==> src/rtl/stepper_drive_defines.svh <==
`ifndef STEPPER_DRIVE_DEFINES_SVH
`define STEPPER_DRIVE_DEFINES_SVH
// ==========================================
// Register byte offsets.
`define OFS_CTRL 8'h00
`define OFS_DAMP1 8'h04
`define OFS_DAMP2 8'h08
`define OFS_SMGAIN 8'h0c
`define OFS_STOP_TO 8'h10
`define OFS_IDLE_TO 8'h14
`define OFS_IDLE_PCT 8'h18
`define OFS_IN_SEL 8'h1c
`define OFS_OUT_SEL 8'h20
`define OFS_STATUS 8'h24
// ==========================================
// Control register bit positions.
`define CTRL_INTERP_BIT 0
`define CTRL_SMOOTH_BIT 1
`define CTRL_STALL_BIT 2
// ==========================================
// Reset values and limits.
`define RST_DAMP1 15'h0000
`define RST_DAMP2 8'h0a
`define DAMP2_MIN 8'h01
`define DAMP2_MAX 8'hfa
`define RST_SMGAIN 12'ha3d
`define SMGAIN_MIN 12'h014
`define SMGAIN_MAX 12'ha3d
`define SMGAIN_FIXED 12'h200
`define STOP_TO_MAX 15'h4cc8
`define IDLE_TO_MAX 12'he10
`define PCT_FULL 7'h64
`define PCT_STOP 7'h4b
`define STALL_MIN_VEL 16'h0032
// ==========================================
// Timing.
`define CLK_PERIOD_NS 8
`define TICK_PERIOD_NS 1000000
`define MS_PER_SEC 10'h3e7
`endif

==> src/rtl/stepper_drive_pkg.sv <==
package stepper_drive_pkg;
  // ==========================================
  // Current reduction stage.
  typedef enum logic [1:0] {
    RED_FULL = 2'b00,
    RED_STOP = 2'b01,
    RED_IDLE = 2'b10
  } red_stage_t;
  // ==========================================
  // Digital input functions.
  typedef enum logic [3:0] {
    IN_NONE = 4'b0000,
    IN_JOG_POS = 4'b0001,
    IN_JOG_NEG = 4'b0010,
    IN_JOG_SPEED = 4'b0011,
    IN_STOP = 4'b0100,
    IN_HALT = 4'b0101,
    IN_TRAVEL_LIMIT = 4'b0110,
    IN_RESERVED = 4'b0111,
    IN_MOVE_SEL = 4'b1000,
    IN_WARM_RESTART = 4'b1001
  } in_func_t;
  // ==========================================
  // Digital output functions.
  typedef enum logic [2:0] {
    OUT_NONE = 3'b000,
    OUT_FAULT_HOLD = 3'b001,
    OUT_MOVING = 3'b010,
    OUT_RESERVED = 3'b011,
    OUT_LOST_SYNC = 3'b100
  } out_func_t;
endpackage

==> src/rtl/stepper_drive_current_io_control.sv <==
// Local design decisions: strobed register access and the placing of the registers.
`include "stepper_drive_defines.svh"

// Notes on behaviour
// - Primary damping gain zero disables damping.
// - Secondary gain 0.1 to 25.0, primary nonzero.
// - Separate interpolation and smoothing enables.
// - Smoothing gain 20 to 2621, 2621 inactive.
// - Interpolation forces fixed smoothing gain.
// - Stop timeout cuts current by 25 percent.
// - Next step restores full current.
// - Stop timeout 0 to 19656 ms, zero off.
// - Idle timeout 0 to 3600 s, zero off.
// - Idle timeout cuts by configured percentage.
// - Idle percentage preferred over stop reduction.
// - Stall detector only at 0.5 rps up.
// - Four assignable inputs, one assignable output.
// - Jog inputs drive motor while asserted.
// - Jog speed input selects high velocity.
// - Stop input requests deceleration at stop rate.
// - Halt input ends motion immediately.
// - Reserved input acts as unassigned.
// - Move select bits form index; restart input.
// - Fault hold output follows fault.
// - Moving output shows steps or engine.
// - Lost sync output shows detected stall.
module stepper_drive_current_io_control
  import stepper_drive_pkg::*;
#(
  parameter int MS_CYCLES = `TICK_PERIOD_NS / `CLK_PERIOD_NS
)(
  // Clock and reset.
  input wire logic clk_i,
  input wire logic reset_i,
  // Register port.
  input wire logic [7:0] addr_i,
  input wire logic [31:0] wdata_i,
  input wire logic we_i,
  input wire logic re_i,
  output logic [31:0] rdata_o,
  // Motion and drive status.
  input wire logic step_i,
  input wire logic engine_busy_i,
  input wire logic [15:0] velocity_i,
  input wire logic fault_i,
  input wire logic stall_i,
  input wire logic [3:0] din_i,
  // Tuning outputs.
  output logic damping_enable_o,
  output logic [14:0] damping_primary_gain_o,
  output logic [7:0] damping_secondary_gain_o,
  output logic adaptive_smoothing_enable_o,
  output logic [11:0] adaptive_smoothing_gain_o,
  output logic encoderless_stall_detector_o,
  output logic [6:0] current_scale_o,
  // Input function outputs.
  output logic jog_pos_o,
  output logic jog_neg_o,
  output logic jog_high_speed_o,
  output logic stop_req_o,
  output logic halt_req_o,
  output logic travel_limit_input_o,
  output logic [3:0] move_index_o,
  output logic warm_restart_o,
  // Assignable output.
  output logic dig_out_o
);

  // ==========================================
  // Configuration registers.
  logic interp_en_q;
  logic smooth_en_q;
  logic stall_en_q;
  logic [14:0] damp1_q;
  logic [7:0] damp2_q;
  logic [11:0] smgain_q;
  logic [14:0] stop_to_q;
  logic [11:0] idle_to_q;
  logic [6:0] idle_pct_q;
  in_func_t in_sel_q [4];
  out_func_t out_sel_q;
  logic [31:0] rdata_q;
  logic [31:0] status;

  // Register writes; secondary and smoothing gains are clamped into their legal ranges.
  always_ff @(posedge clk_i)
  begin
    if (reset_i)
    begin
      interp_en_q <= 1'b0;
      smooth_en_q <= 1'b0;
      stall_en_q <= 1'b0;
      damp1_q <= `RST_DAMP1;
      damp2_q <= `RST_DAMP2;
      smgain_q <= `RST_SMGAIN;
      stop_to_q <= 15'h0000;
      idle_to_q <= 12'h000;
      idle_pct_q <= 7'h00;
      out_sel_q <= OUT_NONE;
      for (int i = 0; i < 4; i++)
        in_sel_q[i] <= IN_NONE;
    end
    else if (we_i)
    begin
      unique case (addr_i)
        `OFS_CTRL:
        begin
          interp_en_q <= wdata_i[`CTRL_INTERP_BIT];
          smooth_en_q <= wdata_i[`CTRL_SMOOTH_BIT];
          stall_en_q <= wdata_i[`CTRL_STALL_BIT];
        end
        `OFS_DAMP1: damp1_q <= wdata_i[14:0];
        `OFS_DAMP2:
          damp2_q <= (wdata_i[7:0] < `DAMP2_MIN) ? `DAMP2_MIN :
                     (wdata_i[7:0] > `DAMP2_MAX) ? `DAMP2_MAX : wdata_i[7:0];
        `OFS_SMGAIN:
          smgain_q <= (wdata_i[11:0] < `SMGAIN_MIN) ? `SMGAIN_MIN :
                      (wdata_i[11:0] > `SMGAIN_MAX) ? `SMGAIN_MAX : wdata_i[11:0];
        `OFS_STOP_TO:
          stop_to_q <= (wdata_i[14:0] > `STOP_TO_MAX) ? `STOP_TO_MAX : wdata_i[14:0];
        `OFS_IDLE_TO:
          idle_to_q <= (wdata_i[11:0] > `IDLE_TO_MAX) ? `IDLE_TO_MAX : wdata_i[11:0];
        `OFS_IDLE_PCT:
          idle_pct_q <= (wdata_i[6:0] > `PCT_FULL) ? `PCT_FULL : wdata_i[6:0];
        `OFS_IN_SEL:
          for (int i = 0; i < 4; i++)
            in_sel_q[i] <= in_func_t'(wdata_i[4*i +: 4]);
        `OFS_OUT_SEL: out_sel_q <= out_func_t'(wdata_i[2:0]);
        default: ;
      endcase
    end
  end

  // Read data stand in the cycle after the strobe only.
  always_ff @(posedge clk_i)
  begin
    if (reset_i || !re_i)
      rdata_q <= 32'h0000_0000;
    else
    begin
      unique case (addr_i)
        `OFS_CTRL: rdata_q <= {29'h0, stall_en_q, smooth_en_q, interp_en_q};
        `OFS_DAMP1: rdata_q <= {17'h0, damp1_q};
        `OFS_DAMP2: rdata_q <= {24'h0, damp2_q};
        `OFS_SMGAIN: rdata_q <= {20'h0, smgain_q};
        `OFS_STOP_TO: rdata_q <= {17'h0, stop_to_q};
        `OFS_IDLE_TO: rdata_q <= {20'h0, idle_to_q};
        `OFS_IDLE_PCT: rdata_q <= {25'h0, idle_pct_q};
        `OFS_IN_SEL: rdata_q <= {16'h0, in_sel_q[3], in_sel_q[2], in_sel_q[1], in_sel_q[0]};
        `OFS_OUT_SEL: rdata_q <= {29'h0, out_sel_q};
        `OFS_STATUS: rdata_q <= status;
        default: rdata_q <= 32'h0000_0000;
      endcase
    end
  end
  assign rdata_o = rdata_q;

  // ==========================================
  // Tuning outputs follow the configuration.
  assign damping_enable_o = (damp1_q != 15'h0000);
  assign damping_primary_gain_o = damp1_q;
  assign damping_secondary_gain_o = damping_enable_o ? damp2_q : 8'h00;
  assign adaptive_smoothing_gain_o = interp_en_q ? `SMGAIN_FIXED : smgain_q;
  assign adaptive_smoothing_enable_o = smooth_en_q &&
                                       (adaptive_smoothing_gain_o != `SMGAIN_MAX);
  assign encoderless_stall_detector_o = stall_en_q && (velocity_i >= `STALL_MIN_VEL);

  // ==========================================
  // Quiet-time counters, all restarted by a step.
  logic [16:0] tick_q;
  logic [14:0] quiet_ms_q;
  logic [9:0] sub_ms_q;
  logic [11:0] quiet_s_q;
  logic ms_tick;
  logic s_tick;
  assign ms_tick = !step_i && (tick_q == 17'(MS_CYCLES - 1));
  assign s_tick = ms_tick && (sub_ms_q == `MS_PER_SEC);

  // Millisecond prescaler.
  always_ff @(posedge clk_i)
  begin
    if (reset_i || step_i || ms_tick)
      tick_q <= 17'h00000;
    else
      tick_q <= tick_q + 17'h00001;
  end

  // Milliseconds since the last step, saturating.
  always_ff @(posedge clk_i)
  begin
    if (reset_i || step_i)
      quiet_ms_q <= 15'h0000;
    else if (ms_tick && quiet_ms_q != 15'h7fff)
      quiet_ms_q <= quiet_ms_q + 15'h0001;
  end

  // Milliseconds within the current second.
  always_ff @(posedge clk_i)
  begin
    if (reset_i || step_i || s_tick)
      sub_ms_q <= 10'h000;
    else if (ms_tick)
      sub_ms_q <= sub_ms_q + 10'h001;
  end

  // Seconds since the last step, saturating.
  always_ff @(posedge clk_i)
  begin
    if (reset_i || step_i)
      quiet_s_q <= 12'h000;
    else if (s_tick && quiet_s_q != 12'hfff)
      quiet_s_q <= quiet_s_q + 12'h001;
  end

  // ==========================================
  // Reduction stage and current scale in percent of full.
  red_stage_t stage_d;
  red_stage_t stage_q;
  logic [6:0] scale_d;
  logic stop_on;
  logic idle_on;
  assign stop_on = (stop_to_q != 15'h0000);
  assign idle_on = (idle_to_q != 12'h000);

  // Idle is checked first so its percentage wins.
  always_comb
  begin
    if (step_i)
      stage_d = RED_FULL;
    else if (idle_on && quiet_s_q >= idle_to_q)
      stage_d = RED_IDLE;
    else if (stop_on && quiet_ms_q >= stop_to_q)
      stage_d = RED_STOP;
    else
      stage_d = RED_FULL;
    unique case (stage_d)
      RED_IDLE: scale_d = `PCT_FULL - idle_pct_q;
      RED_STOP: scale_d = `PCT_STOP;
      default: scale_d = `PCT_FULL;
    endcase
  end

  // Stage and scale update together.
  always_ff @(posedge clk_i)
  begin
    if (reset_i)
    begin
      stage_q <= RED_FULL;
      current_scale_o <= `PCT_FULL;
    end
    else
    begin
      stage_q <= stage_d;
      current_scale_o <= scale_d;
    end
  end

  // Status word read by software.
  assign status = {20'h0, move_index_o, 2'b00, !idle_on, !stop_on,
                   encoderless_stall_detector_o, damping_enable_o,
                   stage_q == RED_IDLE, stage_q == RED_STOP};

  // ==========================================
  // Digital input function decode.
  logic [3:0] hit_jp;
  logic [3:0] hit_jn;
  logic [3:0] hit_js;
  logic [3:0] hit_st;
  logic [3:0] hit_ht;
  logic [3:0] hit_tl;
  logic [3:0] hit_ms;
  logic [3:0] hit_wr;

  // Reserved and unassigned codes match nothing.
  always_comb
  begin
    for (int i = 0; i < 4; i++)
    begin
      hit_jp[i] = din_i[i] && in_sel_q[i] == IN_JOG_POS;
      hit_jn[i] = din_i[i] && in_sel_q[i] == IN_JOG_NEG;
      hit_js[i] = din_i[i] && in_sel_q[i] == IN_JOG_SPEED;
      hit_st[i] = din_i[i] && in_sel_q[i] == IN_STOP;
      hit_ht[i] = din_i[i] && in_sel_q[i] == IN_HALT;
      hit_tl[i] = din_i[i] && in_sel_q[i] == IN_TRAVEL_LIMIT;
      hit_ms[i] = din_i[i] && in_sel_q[i] == IN_MOVE_SEL;
      hit_wr[i] = din_i[i] && in_sel_q[i] == IN_WARM_RESTART;
    end
  end

  // Registered function requests.
  always_ff @(posedge clk_i)
  begin
    if (reset_i)
    begin
      jog_pos_o <= 1'b0;
      jog_neg_o <= 1'b0;
      jog_high_speed_o <= 1'b0;
      stop_req_o <= 1'b0;
      halt_req_o <= 1'b0;
      travel_limit_input_o <= 1'b0;
      move_index_o <= 4'h0;
      warm_restart_o <= 1'b0;
    end
    else
    begin
      jog_pos_o <= |hit_jp;
      jog_neg_o <= |hit_jn;
      jog_high_speed_o <= |hit_js;
      stop_req_o <= |hit_st;
      halt_req_o <= |hit_ht;
      travel_limit_input_o <= |hit_tl;
      move_index_o <= hit_ms;
      warm_restart_o <= |hit_wr;
    end
  end

  // ==========================================
  // Assignable output.
  always_ff @(posedge clk_i)
  begin
    if (reset_i)
      dig_out_o <= 1'b0;
    else
    begin
      unique case (out_sel_q)
        OUT_FAULT_HOLD: dig_out_o <= fault_i;
        OUT_MOVING: dig_out_o <= engine_busy_i || step_i;
        OUT_LOST_SYNC: dig_out_o <= stall_i && encoderless_stall_detector_o;
        default: dig_out_o <= 1'b0;
      endcase
    end
  end
endmodule // stepper_drive_current_io_control

==> config.mk <==
export PLATFORM = sky130hd
export DESIGN_NAME = stepper_drive_current_io_control
export DESIGN_NICKNAME = d
export VERILOG_FILES = /design/src/rtl/stepper_drive_pkg.sv /design/src/rtl/stepper_drive_current_io_control.sv
export VERILOG_INCLUDE_DIRS = /design/src /design/src/rtl
export SDC_FILE = /design/constraint.sdc
export NUM_CORES = 1
export LEC_CHECK = 0
export BUFFER_PORTS_ARGS = -buffer_cell sky130_fd_sc_hd__buf_2
export CORE_UTILIZATION = 41
export CTS_CLUSTER_DIAMETER = 120
export DETAILED_ROUTE_END_ITERATION = 10
export GPL_ROUTABILITY_DRIVEN = 0
export GPL_TIMING_DRIVEN = 0
export SYNTH_ARGS = -nofsm -noshare
export SYNTH_HDL_FRONTEND = slang
export SYNTH_SLANG_ARGS = --single-unit
==> constraint.sdc <==
create_clock -name clk_i -period 3.7 [get_ports clk_i]
set_clock_uncertainty 0.05 [all_clocks]
set_input_delay 0 -clock clk_i [delete_from_list [all_inputs] [get_ports clk_i]]
set_output_delay 0 -clock clk_i [all_outputs]
set_load 0.01 [all_outputs]
==> flow_metrics.py <==
metrics = {
    "run_status": {
        "status": "completed",
    },
    "clocking": {
        "numClockSinks": 182,
        "cts_root_buf": "clkbuf_16",
        "cts_buffers": 17,
        "clockBufferDepth": 2,
        "cts.htree.levels": 4,
        "postCtsSetupBuffers": 0,
        "clkLatencyLatePin_ns": 0.44,
        "cts_resized": 0,
        "cts_tree": "done",
        "path_clk_slew_ns": 0.08,
    },
    "synthesis": {
        "syn-instance-count": 1083,
        "synth_ff_type": "dfxtp_1",
        "ys.warnings.count": 0,
        "synthArstFlopShare_pct": 0,
        "yosysSeqAreaShare_pct": 40.63,
        "synth.avg_cell_area_um2": 8.644,
        "syn-cell-area_um2": 9361,
        "ys_types": 73,
        "synth-seq-cells": 182,
        "synth_edf_count": 16,
    },
    "route": {
        "wl_met3_um": 3189,
        "wl_met1_um": 13910,
        "drtPass1Iterations": 10,
        "drt-total-wl_um": 31160,
        "num_vias": 9134,
        "drt_iter0_drc": 1251,
        "drc": 0,
        "top_layer": "met4",
        "viasPerCell": 5.923,
        "wl_met2_um": 13380,
        "wire_per_inst_um": 20.21,
        "detail-route-antenna-nets": 0,
    },
    "sta": {
        "period_share_pct": 88.30,
        "rsz0062_at_grt": "no",
        "hold_ws_ns": 0.02933,
        "finalCriticalPeriod_ns": 3.267,
        "setup_violations": 0,
        "slew_headroom_pct": 9.497,
        "timing.fmax_ghz": 0.3061,
        "worst-slew-pin-transition_ns": 1.345,
        "fin_setup_tns_ns": 0,
        "slew_viol_final": 0,
        "hold_viol": 0,
    },
    "final_layout": {
        "design_area_um2": 11090,
        "final_util_pct": 50.20,
        "diodes": 0,
        "drive_gt1_share_pct": 14.98,
        "mostFrequentLayoutCells": "dfxtp_1 (166), buf_2 (120), nor2_1 (110), a21oi_1 (76), nand2_1 (75)",
        "final_common_cell": "dfxtp_1",
        "final_nets": 1351,
        "areaGrowthSynthToFinish_pct": 18.47,
    },
    "die": {
        "die_area_um2": 23440,
        "io_pins": 157,
        "die_x_um": 153.1,
        "rows": 54,
        "start_util_pct": 42.37,
        "core_um2": 22090,
        "die_h_um": 153.1,
    },
    "setup_path": {
        "path_buf_inv": 2,
        "crit_type": "flop to flop",
        "crit_path_start_kind": "flop",
        "cp.arrival_ns": 3.52,
        "worstPathRequired_ns": 3.96,
        "critPathMaxFanout": 10,
        "cp-startpoint": "tick_q[0]",
        "timing.rr.start": "tick_q[0]",
        "cp-end-kind": "flop",
        "cp_common_cell": "buf_2",
        "path_delay_family": "simple AND/OR/NAND/NOR gates",
        "crit_chain": "ha_1 -> nand2_1 -> nor4_1 -> o311ai_1 -> buf_2 -> buf_2 -> o31ai_1 -> a21oi_1",
        "cpPeakStageDelay_ns": 1.02,
        "slowest_stage": "nor4_1",
    },
    "global_routing": {
        "grt_max_degree": 20,
        "grt_usage_pct": 26.51,
        "grt_pass1_wl_um": 47790,
        "overflow": 0,
        "grt_pass1_vias": 8159,
        "antenna_found_initial": 0,
    },
    "hold_path": {
        "hold_path.class": "primary input to flop",
        "hold_start": "wdata_i[0]",
    },
    "power": {
        "p_leak_nw": 4.280,
        "power_mw": 4.087,
        "ir_drop_mv": 0.2910,
        "power_density_nw_per_um2": 368.5,
    },
    "run": {
        "drv_cap": 0,
    },
    "placed_design": {
        "io_buffers": 116,
        "dpl_cell_area_um2": 10350,
        "dp_hpwl_um": 23330,
    },
}
cells in the mapped netlist, drive strengths merged, types with 4 or more instances:
| cell type | n | share of area [%] |
|---|---|---|
| dfxtp | 166 | 35 |
| nor2 | 110 | 4.4 |
| a21oi | 76 | 4.1 |
| nand2 | 75 | 3.0 |
| clkbuf | 48 | 2.1 |
| inv | 45 | 1.8 |
| nand3 | 42 | 2.2 |
| o21ai | 38 | 2.0 |
| mux2i | 35 | 3.7 |
| ha | 34 | 4.5 |
| and2 | 32 | 2.1 |
| nor3 | 26 | 1.4 |
| nor4 | 25 | 1.7 |
| buf | 24 | 1.8 |
| nor2b | 24 | 1.6 |
| a22oi | 23 | 1.8 |
| nand4 | 22 | 1.5 |
| or3 | 21 | 1.4 |
| edfxtp | 16 | 5.1 |
| a221oi | 15 | 1.4 |
| xor2 | 15 | 1.4 |
| a22o | 14 | 1.3 |
| and3 | 14 | 0.96 |
| nand2b | 13 | 0.87 |
| a31oi | 11 | 0.74 |
| o31ai | 11 | 0.88 |
| or4 | 11 | 0.88 |
| a222oi | 10 | 1.1 |
| and4 | 8 | 0.76 |
| xnor2 | 8 | 0.75 |
| nor4b | 7 | 0.65 |
| nand3b | 6 | 0.48 |
| o311ai | 5 | 0.55 |
| or4b | 5 | 0.57 |
| a211o | 4 | 0.37 |
cell families after synthesis:
family,count (synthesis),synth area share [%]
AO/OA/AOI/OAI,232,16.52
flip-flops,182,40.63
AND/OR/NAND/NOR,457,26.13
multiplexers,37,4.223
adder cells (fa/ha/maj),34,4.544
buffers and inverters,117,5.761
other,1,0.04006
XOR/XNOR,23,2.152
path summary, 6_finish.rpt:
path	cells past startpoint	slack (ns)	end
setup reg to reg	8	0.43	quiet_ms_q[8]
hold / removal	4	0.03	damp2_q[0]
setup / recovery	8	0.43	quiet_ms_q[8]
hold reg to reg	1	0.41	tick_q[0]
sequential cells by signal, indices dropped and copies added, names as in the netlist, 4 cells and up:
signal                  flops
current_scale_o             7
damp2_q                     8
damping_primary_gain_o     15
idle_pct_q                  7
idle_to_q                  12
in_sel_q                   16
move_index_o                4
quiet_ms_q                 15
quiet_s_q                  12
rdata_o                    16
smgain_q                   12
stop_to_q                  15
sub_ms_q                   10
tick_q                     17
stage by stage:
stage | std cells | setup slack, ns
after floorplan | 1098 | 0.9855
after global placement | 1494 | 0.4996
after detailed placement | 1494 | 0.5412
after CTS | 1542 | 0.5108
after global routing | 1542 | 0.1456
final | 1542 | 0.4327
report_power, final:
part,internal [mW],switching (mW),leakage (nW),total [mW]
sequential,2.00,0.0202,1.49,2.02
clock,0.904,0.911,0.289,1.81
combinational,0.0846,0.169,2.50,0.253
what timing repair did:
action,CTS,global route
endpoints found under the hold margin,32,0
hold buffers,16,0
endpoints found under the setup margin,0,0
layer usage:
| metal | GRT usage, % | up-vias |
|---|---|---|
| met3 | 5.387 | 57 |
| met2 | 39.73 | 495 |
| met1 | 37.99 | 4310 |
| met4 | 8.177 | 0 |
| met5 | 0 | - |
| li1 | - | 4272 |
worst min-delay path: cells and delay by family:
| kind | cells | cell delay (ns) |
|---|---|---|
| compound gates | 2 | 0.26 |
| buf+inv | 1 | 0.12 |
| simple gates | 1 | 0.08 |
cell type report:
class | count | area, um^2
plain buffers | 72 | 370.4
clock buffers | 17 | 425.4
clock inverters | 15 | 156.4
fillers | 2122 | 11000
inverters | 45 | 168.9
multi-input cells | 799 | 5075
flip-flops and latches | 182 | 3804
well taps | 280 | 350.3
repair buffers | 132 | 740.7
(Power assumes the default switching activity.)
